File: config.mk
export PLATFORM = sky130hd
export DESIGN_NAME = smc_core
export DESIGN_NICKNAME = d
export VERILOG_FILES = /design/src/hdl/smc_pkg.sv /design/src/hdl/smc_cmd_if.sv /design/src/hdl/smc_blink.sv /design/src/hdl/smc_core.sv /design/src/hdl/smc_decode.sv
export SDC_FILE = /design/constraint.sdc
export NUM_CORES = 1
export LEC_CHECK = 0
export BUFFER_PORTS_ARGS = -buffer_cell sky130_fd_sc_hd__buf_2
export CORE_MARGIN = 2
export CORE_UTILIZATION = 40
export CTS_CLUSTER_SIZE = 16
export DETAILED_ROUTE_END_ITERATION = 7
export RECOVER_POWER = 100
export SYNTH_ARGS = -nofsm -noshare
export SYNTH_HDL_FRONTEND = slang
export SYNTH_HIERARCHICAL = 1
export SYNTH_SLANG_ARGS = --single-unit
File: constraint.sdc
create_clock -name clock -period 30.3 [get_ports clock]
set_input_delay 1.515 -clock clock [delete_from_list [all_inputs] [get_ports clock]]
set_output_delay 1.515 -clock clock [all_outputs]
set_load 0.005 [all_outputs]
File: src/hdl/smc_pkg.sv
// Package with command codes, states, register offsets and timing constants for the servo command block.
package smc_pkg;
  localparam int DATA_W = 32;
  localparam int ADDR_W = 6;
  localparam logic [ADDR_W-1:0] OFS_CMD = 6'h00;
  localparam logic [ADDR_W-1:0] OFS_ARG0 = 6'h04;
  localparam logic [ADDR_W-1:0] OFS_ARG1 = 6'h08;
  localparam logic [ADDR_W-1:0] OFS_ARG2 = 6'h0C;
  localparam logic [ADDR_W-1:0] OFS_REQ = 6'h10;
  localparam logic [ADDR_W-1:0] OFS_STATUS = 6'h14;
  localparam logic [ADDR_W-1:0] OFS_TARGET = 6'h18;
  localparam logic [ADDR_W-1:0] OFS_CURRENT = 6'h1C;
  localparam logic [ADDR_W-1:0] OFS_MAXCUR = 6'h20;
  localparam logic [ADDR_W-1:0] OFS_ACTPOS = 6'h24;
  localparam logic [ADDR_W-1:0] OFS_RECIPE = 6'h28;
  localparam logic [ADDR_W-1:0] OFS_MODE = 6'h2C;
  localparam logic [DATA_W-1:0] MAXCUR_RST = 32'h0000_1000;
  localparam int REQ_INIT_BIT = 0;
  localparam int REQ_RUN_BIT = 1;
  localparam int REQ_STOP_BIT = 2;
  localparam int MODE_MASTER_BIT = 0;
  localparam int STAT_STATE_LSB = 0;
  localparam int STAT_CAMPOS_BIT = 8;
  localparam int STAT_CAMON_BIT = 9;
  localparam int STAT_FROZEN_BIT = 10;
  localparam int STAT_ATTGT_BIT = 11;
  localparam int STAT_PROFILE_BIT = 12;
  localparam int STAT_REJECT_BIT = 13;
  localparam real CLK_MHZ = 125.0;
  localparam real BLINK_SHORT_MS = 100.0;
  localparam int BLINK_CYC = int'(BLINK_SHORT_MS * CLK_MHZ * 1000.0);
  localparam int PAT_STEPS = 16;

  typedef enum logic [7:0] {
    SMC_NOP = 8'h00, SMC_ABS_POS = 8'h01, SMC_REL_POS = 8'h02, SMC_ABS_CUR = 8'h03,
    SMC_REL_CUR = 8'h04, SMC_MAX_CUR = 8'h05, SMC_FF = 8'h06, SMC_PID = 8'h07,
    SMC_CUR_OFS = 8'h08, SMC_PROF_PROP = 8'h09, SMC_PROFILE = 8'h0A, SMC_HOME = 8'h0B,
    SMC_REDEF = 8'h0C, SMC_FREEZE = 8'h0D, SMC_STOP = 8'h0E, SMC_RECIPE = 8'h0F,
    SMC_CAM = 8'h10, SMC_ABS_ACT = 8'h11, SMC_ALIGN = 8'h12
  } smc_cmd_e;

  typedef enum logic [3:0] {
    SMC_ST_DISABLE = 4'h1, SMC_ST_INIT = 4'h2, SMC_ST_RUN = 4'h4, SMC_ST_STOP = 4'h8
  } smc_state_e;

  // Blink patterns, one bit per step, LSB first.
  localparam logic [PAT_STEPS-1:0] PAT_DISABLE = 16'h0005;
  localparam logic [PAT_STEPS-1:0] PAT_INIT = 16'h00FF;
  localparam logic [PAT_STEPS-1:0] PAT_RUN = 16'hFFFF;
  localparam logic [PAT_STEPS-1:0] PAT_STOP = 16'h5555;
endpackage : smc_pkg

File: src/hdl/smc_cmd_if.sv
// Interface carrying a decoded command strobe and its arguments between modules.
`timescale 1ns/1ns
interface smc_cmd_if;
  import smc_pkg::*;
  logic valid;
  smc_cmd_e code;
  logic [DATA_W-1:0] arg0;
  logic [DATA_W-1:0] arg1;
  logic [DATA_W-1:0] arg2;
  modport src (output valid, output code, output arg0, output arg1, output arg2);
  modport dst (input valid, input code, input arg0, input arg1, input arg2);
endinterface : smc_cmd_if

File: src/hdl/smc_blink.sv
// Status LED blink pattern generator.
`timescale 1ns/1ns
module smc_blink import smc_pkg::*; #(
  parameter int STEP_CYC = BLINK_CYC
) (
  input wire logic clock,
  input wire logic rst,
  input wire logic [PAT_STEPS-1:0] pattern,
  output logic led_a,
  output logic led_b
);
  logic [31:0] cnt_reg;
  logic [3:0] step_reg;
  wire step_end = (cnt_reg == 32'(STEP_CYC - 1));

  always_ff @(posedge clock or posedge rst) begin
    if (rst) begin
      cnt_reg <= 32'h0;
      step_reg <= 4'h0;
    end else begin
      cnt_reg <= step_end ? 32'h0 : cnt_reg + 32'h1;
      if (step_end) begin
        step_reg <= step_reg + 4'h1;
      end
    end
  end

  always_ff @(posedge clock or posedge rst) begin
    if (rst) begin
      led_a <= 1'b0;
      led_b <= 1'b0;
    end else begin
      led_a <= pattern[step_reg];
      led_b <= pattern[step_reg];
    end
  end
endmodule : smc_blink

File: src/hdl/smc_core.sv
// Servo motion command interpreter and operating state logic.
`timescale 1ns/1ns
module smc_core import smc_pkg::*; #(
  parameter int STEP_CYC = BLINK_CYC
) (
  input wire logic clock,
  input wire logic rst,
  input wire logic [ADDR_W-1:0] addr,
  input wire logic [DATA_W-1:0] wdata,
  input wire logic wr,
  input wire logic rd,
  output logic [DATA_W-1:0] rdata,
  input wire logic [DATA_W-1:0] actual_pos,
  output logic [DATA_W-1:0] demand_pos,
  output logic [DATA_W-1:0] limiter_start,
  output logic limiter_load,
  output logic [DATA_W-1:0] current_cmd,
  output logic [DATA_W-1:0] max_current,
  output logic [DATA_W-1:0] ff_gain,
  output logic [DATA_W-1:0] p_gain,
  output logic [DATA_W-1:0] i_gain,
  output logic [DATA_W-1:0] d_gain,
  output logic profile_start,
  output logic home_start,
  output logic frozen,
  output logic led_stat_a,
  output logic led_stat_b
);
  smc_cmd_if cmd ();

  smc_decode u_decode (
    .clock(clock),
    .rst(rst),
    .addr(addr),
    .wdata(wdata),
    .wr(wr),
    .cmd(cmd)
  );

  logic [DATA_W-1:0] act_s1_reg;
  logic [DATA_W-1:0] act_s2_reg;
  logic [DATA_W-1:0] act_s3_reg;
  logic [DATA_W-1:0] act_pos_reg;
  logic [2:0] req_reg;
  logic master_mode_reg;
  logic cam_on_reg;
  logic cam_pos_reg;
  logic reject_reg;
  logic [DATA_W-1:0] recipe_reg;
  logic [DATA_W-1:0] rdata_next;
  smc_state_e state_reg;
  smc_state_e state_next;
  logic [PAT_STEPS-1:0] pattern;

  // The measured position comes from another domain, so it is resynchronised.
  // A whole word can tear while it changes, so a value is only taken once two
  // successive synchronised samples agree; this costs two cycles of latency.
  always_ff @(posedge clock or posedge rst) begin
    if (rst) begin
      act_s1_reg <= '0;
      act_s2_reg <= '0;
      act_s3_reg <= '0;
      act_pos_reg <= '0;
    end else begin
      act_s1_reg <= actual_pos;
      act_s2_reg <= act_s1_reg;
      act_s3_reg <= act_s2_reg;
      if (act_s2_reg == act_s3_reg) act_pos_reg <= act_s3_reg;
    end
  end

  wire req_init = req_reg[REQ_INIT_BIT];
  wire req_run = req_reg[REQ_RUN_BIT];
  wire req_stop = req_reg[REQ_STOP_BIT];
  wire req_none = (req_reg == 3'h0);
  wire running = (state_reg == SMC_ST_RUN);
  wire at_target = (demand_pos == act_pos_reg);
  wire go = cmd.valid && running;
  wire is_cmd_stop = go && (cmd.code == SMC_STOP);

  always_comb begin
    state_next = state_reg;
    unique case (state_reg)
      SMC_ST_DISABLE: begin
        if (req_stop) state_next = SMC_ST_STOP;
        else if (req_init) state_next = SMC_ST_INIT;
      end
      SMC_ST_INIT: begin
        if (req_stop) state_next = SMC_ST_STOP;
        else if (req_run) state_next = SMC_ST_RUN;
        else if (req_none) state_next = SMC_ST_DISABLE;
      end
      SMC_ST_RUN: begin
        if (req_stop || is_cmd_stop) state_next = SMC_ST_STOP;
        else if (!req_run) state_next = SMC_ST_INIT;
      end
      SMC_ST_STOP: begin
        if (req_none) state_next = SMC_ST_DISABLE;
      end
      default: state_next = SMC_ST_STOP;
    endcase
  end

  always_ff @(posedge clock or posedge rst) begin
    if (rst) begin
      state_reg <= SMC_ST_DISABLE;
      req_reg <= 3'h0;
      master_mode_reg <= 1'b0;
    end else begin
      state_reg <= state_next;
      if (wr && addr == OFS_REQ) req_reg <= wdata[2:0];
      if (wr && addr == OFS_MODE) master_mode_reg <= wdata[MODE_MASTER_BIT];
    end
  end

  // Motion and parameter updates; any code not listed only clears reject_reg here.
  always_ff @(posedge clock or posedge rst) begin
    if (rst) begin
      demand_pos <= '0;
      limiter_start <= '0;
      limiter_load <= 1'b0;
      current_cmd <= '0;
      max_current <= MAXCUR_RST;
      ff_gain <= '0;
      p_gain <= '0;
      i_gain <= '0;
      d_gain <= '0;
      profile_start <= 1'b0;
      home_start <= 1'b0;
      frozen <= 1'b0;
      cam_on_reg <= 1'b0;
      cam_pos_reg <= 1'b0;
      recipe_reg <= '0;
      reject_reg <= 1'b0;
    end else begin
      limiter_load <= 1'b0;
      profile_start <= 1'b0;
      home_start <= 1'b0;
      if (state_reg == SMC_ST_STOP) cam_on_reg <= 1'b0;
      if (go) begin
        reject_reg <= 1'b0;
        unique case (cmd.code)
          SMC_NOP: ;
          SMC_ABS_POS: begin
            demand_pos <= cmd.arg0;
            limiter_start <= demand_pos;
            limiter_load <= 1'b1;
          end
          SMC_REL_POS: begin
            demand_pos <= demand_pos + cmd.arg0;
            limiter_start <= demand_pos;
            limiter_load <= 1'b1;
          end
          SMC_ABS_ACT: begin
            demand_pos <= cmd.arg0;
            limiter_start <= act_pos_reg;
            limiter_load <= 1'b1;
          end
          SMC_ALIGN: demand_pos <= act_pos_reg;
          SMC_ABS_CUR: current_cmd <= cmd.arg0;
          SMC_REL_CUR: current_cmd <= current_cmd + cmd.arg0;
          SMC_MAX_CUR: begin
            if (!cmd.arg0[DATA_W-1] && cmd.arg0 != '0) max_current <= cmd.arg0;
            else reject_reg <= 1'b1;
          end
          SMC_FF: ff_gain <= cmd.arg0;
          SMC_PID: begin
            p_gain <= cmd.arg0;
            i_gain <= cmd.arg1;
            d_gain <= cmd.arg2;
          end
          SMC_PROFILE: profile_start <= 1'b1;
          SMC_HOME: home_start <= 1'b1;
          SMC_FREEZE: frozen <= cmd.arg0[0];
          SMC_REDEF: begin
            if (at_target && !frozen) demand_pos <= cmd.arg0;
            else reject_reg <= 1'b1;
          end
          SMC_RECIPE: begin
            if (master_mode_reg) recipe_reg <= cmd.arg0;
            else reject_reg <= 1'b1;
          end
          SMC_CAM: begin
            if (master_mode_reg) begin
              cam_on_reg <= 1'b1;
              cam_pos_reg <= cmd.arg0[0];
            end else reject_reg <= 1'b1;
          end
          default: ;
        endcase
      end
    end
  end

  // Current read back at OFS_CURRENT is clamped to the maximum; the current_cmd output itself is not clamped.
  wire cur_over = $signed(current_cmd) > $signed(max_current);

  always_comb begin
    unique case (state_reg)
      SMC_ST_DISABLE: pattern = PAT_DISABLE;
      SMC_ST_INIT: pattern = PAT_INIT;
      SMC_ST_RUN: pattern = PAT_RUN;
      SMC_ST_STOP: pattern = PAT_STOP;
      default: pattern = PAT_STOP;
    endcase
  end

  smc_blink #(.STEP_CYC(STEP_CYC)) u_blink (
    .clock(clock),
    .rst(rst),
    .pattern(pattern),
    .led_a(led_stat_a),
    .led_b(led_stat_b)
  );

  wire [DATA_W-1:0] status_word = {18'h0, reject_reg, profile_start, at_target, frozen,
    cam_on_reg, cam_pos_reg, 4'h0, state_reg};

  always_comb begin
    unique case (addr)
      OFS_REQ: rdata_next = {29'h0, req_reg};
      OFS_STATUS: rdata_next = status_word;
      OFS_TARGET: rdata_next = demand_pos;
      OFS_CURRENT: rdata_next = cur_over ? max_current : current_cmd;
      OFS_MAXCUR: rdata_next = max_current;
      OFS_ACTPOS: rdata_next = act_pos_reg;
      OFS_RECIPE: rdata_next = recipe_reg;
      OFS_MODE: rdata_next = {31'h0, master_mode_reg};
      default: rdata_next = '0;
    endcase
  end

  always_ff @(posedge clock or posedge rst) begin
    if (rst) rdata <= '0;
    else rdata <= rd ? rdata_next : '0;
  end
endmodule : smc_core

File: src/hdl/smc_decode.sv
// Register-port command latch: turns a write to the command register into a command strobe.
`timescale 1ns/1ns
module smc_decode import smc_pkg::*; (
  input wire logic clock,
  input wire logic rst,
  input wire logic [ADDR_W-1:0] addr,
  input wire logic [DATA_W-1:0] wdata,
  input wire logic wr,
  smc_cmd_if.src cmd
);
  logic [DATA_W-1:0] arg0_reg;
  logic [DATA_W-1:0] arg1_reg;
  logic [DATA_W-1:0] arg2_reg;
  logic valid_reg;
  smc_cmd_e code_reg;
  wire cmd_wr = wr && (addr == OFS_CMD);

  always_ff @(posedge clock or posedge rst) begin
    if (rst) begin
      arg0_reg <= '0;
      arg1_reg <= '0;
      arg2_reg <= '0;
      valid_reg <= 1'b0;
      code_reg <= SMC_NOP;
    end else begin
      valid_reg <= cmd_wr;
      if (cmd_wr) begin
        code_reg <= smc_cmd_e'(wdata[7:0]);
      end
      if (wr && addr == OFS_ARG0) begin
        arg0_reg <= wdata;
      end
      if (wr && addr == OFS_ARG1) begin
        arg1_reg <= wdata;
      end
      if (wr && addr == OFS_ARG2) begin
        arg2_reg <= wdata;
      end
    end
  end

  assign cmd.valid = valid_reg;
  assign cmd.code = code_reg;
  assign cmd.arg0 = arg0_reg;
  assign cmd.arg1 = arg1_reg;
  assign cmd.arg2 = arg2_reg;
endmodule : smc_decode

==> results.md <==
Floorplanning:
- Pin placement for this block handled 368 I/O pins.
- Measured along the y axis, the die boundary spans roughly 270 µm.
- The initial core utilization is 40.3%.
- The number of rows created at floorplan is 99.
- The die covers 0.0755 mm².
- The core outline area is 0.0728 mm².
- In this run the horizontal extent of the chip is 275 µm.

STA:
- Across the routed clock network, the largest skew measured is 24.2 ps.
- The worst slack on hold paths is 337 ps.
- The final critical-path setup slack is 16040 ps.
- The final number of setup-violating endpoints is 0.
- Derived from the worst setup path, the maximum achievable clock frequency is about 0.07 GHz.
- The hold violation total from the final report is 0.
- In the final timing run, aggregate negative setup slack is 0 ps.
- Setup repair after global routing left no endpoint under its margin.
- Measured against its own limit, the worst slew margin works out to -553%.
- The slew of the pin with the lowest slew margin is ~9800 ps.
- The final-report max-slew violation count came to 1100.
- The final worst-path cycle share is 47.1%.
- The routed design could run at a clock period as short as around 14000 ps.

Route:
- The total via count in the routed design is 21598.
- The detail route stage leaves a number of antenna-violating nets equal to 0.
- Summed over all layers, the routed wires come to ~93000 µm.
- The first TritonRoute pass finished after 6 iterations.
- The detail-routed via count per cell is 5.55.
- The number of remaining DRC errors is 0.
- The mean routed wirelength per cell is 23.9 µm.
- The count of routing violations after the opening detailed-route iteration is 1550.

Clock tree:
- The clock sink count is 605.
- Post-CTS repair changed the size of 0 cells.
- The tree is rooted in a sky130_fd_sc_hd__clkbuf_16.
- The clock reaches the later pin of the worst-skew pair after 620 ps.
- The clock transition time at the flip-flop clock pins of the worst setup and hold paths is 60 ps.
- CTS built an H-tree with a depth of 3.
- The number of buffers inserted by hold repair at cts is 0.
- The worst-case clock buffer depth is 3.
- The number of setup buffers added after CTS is 0.
- The total CTS buffers is 69.
- The CTS tree is done.

Pwr:
- Summed over all nets, the switching power comes to between 0.4 and 0.5 mW.
- The relative contribution of sequential cells to total power is 46.9%.
- The fraction of power consumed by combinational cells is 8.5%.
- The leakage power of the design is 16.2 nW.
- The internal power component is 1.37 mW.
- The worst IR drop on VDD is 0.0434 mV.
- The clock network burns 44.6% of the power.
- The total power after layout is 1.84 mW.
- The switching portion of total power is ~26%.
- The power per unit of standard cell area is 54.6 mW/mm².

Setup path:
- The category of the critical setup timing path is in -> async.
- The element type at the critical path end is an async pin.
- Data on the critical path is required at its endpoint by 30920 ps.
- The critical path goes through clkbuf_1, clkinvlp_2, clkbuf_1, buf_4, buf_4.
- The slowest cell on the critical path is sky130_fd_sc_hd__clkbuf_1.
- For this run, the slowest stage of the critical path takes 7110 ps.
- Of all nets on the critical path, the largest fanout is approximately 180.
- STA classifies the critical path startpoint as an input pin.
- Data on the critical path arrives at its endpoint at 14880 ps.

Synth:
- The mean instance size in the synthesized netlist is 11.7 µm².
- Synthesis handed over a netlist of 2508 instances.
- The fraction of registers with async set/reset is 100%.
- For this run, the number of Yosys warnings is 6.
- After synthesis, the cell types taking the most area are sky130_fd_sc_hd__dfrtp_1, sky130_fd_sc_hd__mux2_2, sky130_fd_sc_hd__ha_1.
- The number of synthesized register bits is 605.
- The commonest register cell after synthesis is sky130_fd_sc_hd__dfrtp_1.
- The cell accounting for the most synthesized area is sky130_fd_sc_hd__dfrtp_1.
- The summed instance area of the synthesized netlist is about 0.03 mm².
- The unique cell type count in the Yosys netlist is around 100.
- The number of enable-type register cells in the synthesized netlist is 0.
- Summed over its instances, the top area cell type makes up ~51% of the synthesized netlist area.
- The sequential area share after synthesis is around 52%.

GRT:
- After global routing, the most crowded layer is met2.
- The aggregate global-route resource usage is 24.3%.
- The leftover overflow at the end of global routing is 0.
- The routing usage on met1 is 32.3%.
- Entering global routing, the biggest net connects 182 pins.
- The number of antenna violations at the first check in global routing is 4.
- The routing usage on met3 is 4.93%.
- For this run, global-route usage on met2 was measured as 40.6%.
- The number of global-route vias before repair is 21652.
- The first global-routing pass estimated ~140000 µm of wire.

Placed design:
- The count of buffers from port buffering is between 300 and 400.
- The number of cells after detailed placement is 3768.
- The cell area after placement is 0.0323 mm².
- After legalization and detailed placement, the total HPWL measured 67600 µm.
- The worst slack after detailed placement is 24950 ps.
- The final weighted congestion of routability-driven global placement is roughly 0.9.

Finish:
- The final non-filler cell area is 0.0338 mm².
- The filler cell count is roughly 7000.
- The fraction of final layout cells with drive strength greater than 1 is 19.3%.
- The number of non-filler instances in the completed layout is ~3900.
- The share of the core filled with cells in the final layout is 46.3%.
- Relative to the synthesized area, the layout overhead comes to 15.1%.
- The net count of the finished layout is between 3000 and 4000.

Flow run:
- The number of violations of the max-capacitance limit is 23.

Outcome:
- The checks that failed: max-capacitance violations, max-slew violations.
- The run finished, with violations left.

Worst hold path:
- The min-delay analysis places its worst path in the category reg -> reg.
-- worst paths after layout --
path / startpoint / to / slack (ps) / cells past startpoint
min reg2reg: act_s1_reg[13]$_DFF_PP0_ / act_s2_reg[13]$_DFF_PP0_ / 340 / 0
max: rst / act_s2_reg[21]$_DFF_PP0_ / 16040 / 5
min in group asynchronous: rst / u_decode/cmd.arg0[5]$_DFFE_PP0P_ / 1440 / 2
max reg2reg: state_reg[0]$_DFFE_PP1P_ / d_gain[14]$_DFFE_PP0P_ / 22500 / 6
min: act_s1_reg[13]$_DFF_PP0_ / act_s2_reg[13]$_DFF_PP0_ / 340 / 0
max in group clock: state_reg[0]$_DFFE_PP1P_ / d_gain[14]$_DFFE_PP0P_ / 22500 / 6
-- logic make-up (layout without fill, tap and decap cells) --
| family | after synthesis | after routing | share of synthesized area (%) |
|---|---|---|---|
| AO/OA/AOI/OAI | 530 | 530 | 11.4 |
| XOR/XNOR | 135 | 135 | 4.06 |
| adder cells (fa/ha/maj) | 98 | 98 | 4.23 |
| buffers and inverters | 180 | 605 | 2.79 |
| flip-flops | 605 | 605 | 51.6 |
| multiplexers | 421 | 421 | 16.8 |
| other | 1 | 4 | 0.0128 |
| AND/OR/NAND/NOR | 538 | 538 | 9.05 |
-- worst max-delay path: cells and delay by family --
family                 cells  cell delay (ps)
buffers and inverters      5            12850
-- cells in the final DEF, fill, tap and decap left out, types with 13 or more instances in the layout --
cell type,count
sky130_fd_sc_hd__ha_1,96
sky130_fd_sc_hd__nor2_1,113
sky130_fd_sc_hd__nor4_1,36
sky130_fd_sc_hd__nor3_1,24
sky130_fd_sc_hd__a21oi_1,98
sky130_fd_sc_hd__clkbuf_1,251
sky130_fd_sc_hd__inv_1,61
sky130_fd_sc_hd__a31oi_1,20
sky130_fd_sc_hd__buf_2,146
sky130_fd_sc_hd__nand3_1,33
sky130_fd_sc_hd__o21ai_0,188
sky130_fd_sc_hd__a21o_1,30
sky130_fd_sc_hd__xnor2_1,35
sky130_fd_sc_hd__clkbuf_16,70
sky130_fd_sc_hd__nand2b_1,13
sky130_fd_sc_hd__mux2i_1,109
sky130_fd_sc_hd__buf_4,34
sky130_fd_sc_hd__clkbuf_8,14
sky130_fd_sc_hd__mux2_1,71
sky130_fd_sc_hd__mux2_2,233
sky130_fd_sc_hd__xor2_1,100
sky130_fd_sc_hd__nand2_1,211
sky130_fd_sc_hd__o22ai_1,37
sky130_fd_sc_hd__a22oi_1,34
sky130_fd_sc_hd__nand4_1,24
sky130_fd_sc_hd__dfrtp_1,603
sky130_fd_sc_hd__a221oi_1,17
-- per-layer routing --
| metal | vias to the layer above | part of all wire, % |
|---|---|---|
| met2 | 634 | 49 |
| met5 | - | 0 |
| met1 | 11024 | 43 |
| li1 | 9808 | - |
| met3 | 132 | 6.3 |
| met4 | 0 | 2.4 |
-- power by group through the flow --
stage | combinational (mW) | sequential, mW | clock [mW]
final | 0.156 | 0.864 | 0.821
after global routing | 0.171 | 0.867 | 0.875
after CTS | 0.168 | 0.864 | 0.837
after detailed placement | 0.167 | 0.878 | 0
after global placement | 0.163 | 0.877 | 0
after floorplan | 0.111 | 0.870 | 0
-- synthesized netlist by cell type, types with 13 or more instances --
master                     count
sky130_fd_sc_hd__nand4_1      23
sky130_fd_sc_hd__xnor2_1      34
sky130_fd_sc_hd__buf_2        21
sky130_fd_sc_hd__a31oi_1      20
sky130_fd_sc_hd__o21ai_0     186
sky130_fd_sc_hd__mux2_4       70
sky130_fd_sc_hd__clkbuf_1     72
sky130_fd_sc_hd__nand3_1      34
sky130_fd_sc_hd__a221oi_1     17
sky130_fd_sc_hd__o22ai_1      38
sky130_fd_sc_hd__inv_1        63
sky130_fd_sc_hd__xor2_1      100
sky130_fd_sc_hd__nor4_1       37
sky130_fd_sc_hd__mux2i_1     109
sky130_fd_sc_hd__a22oi_1      34
sky130_fd_sc_hd__nand2b_1     13
sky130_fd_sc_hd__mux2_2      235
sky130_fd_sc_hd__dfrtp_1     603
sky130_fd_sc_hd__nor2_1      113
sky130_fd_sc_hd__ha_1         96
sky130_fd_sc_hd__nand2_1     211
sky130_fd_sc_hd__a21oi_1      98
sky130_fd_sc_hd__nor3_1       21
sky130_fd_sc_hd__a21o_1       30
-- final cells by class --
cell class / instances / area, µm² / share of cell area [%]
sequential: 605 / 15100 / 44.9
clock buffer: 101 / 2010 / 5.95
inverter: 63 / 239 / 0.708
timing repair buffer: 417 / 1880 / 5.56
multi-input combinational: 1724 / 13100 / 38.7
tap: 959 / 1200 / 3.55
clock inverter: 24 / 231 / 0.686
antenna: 2 / 5.00 / 0.0148
Power figures use the tool's default switching activity.
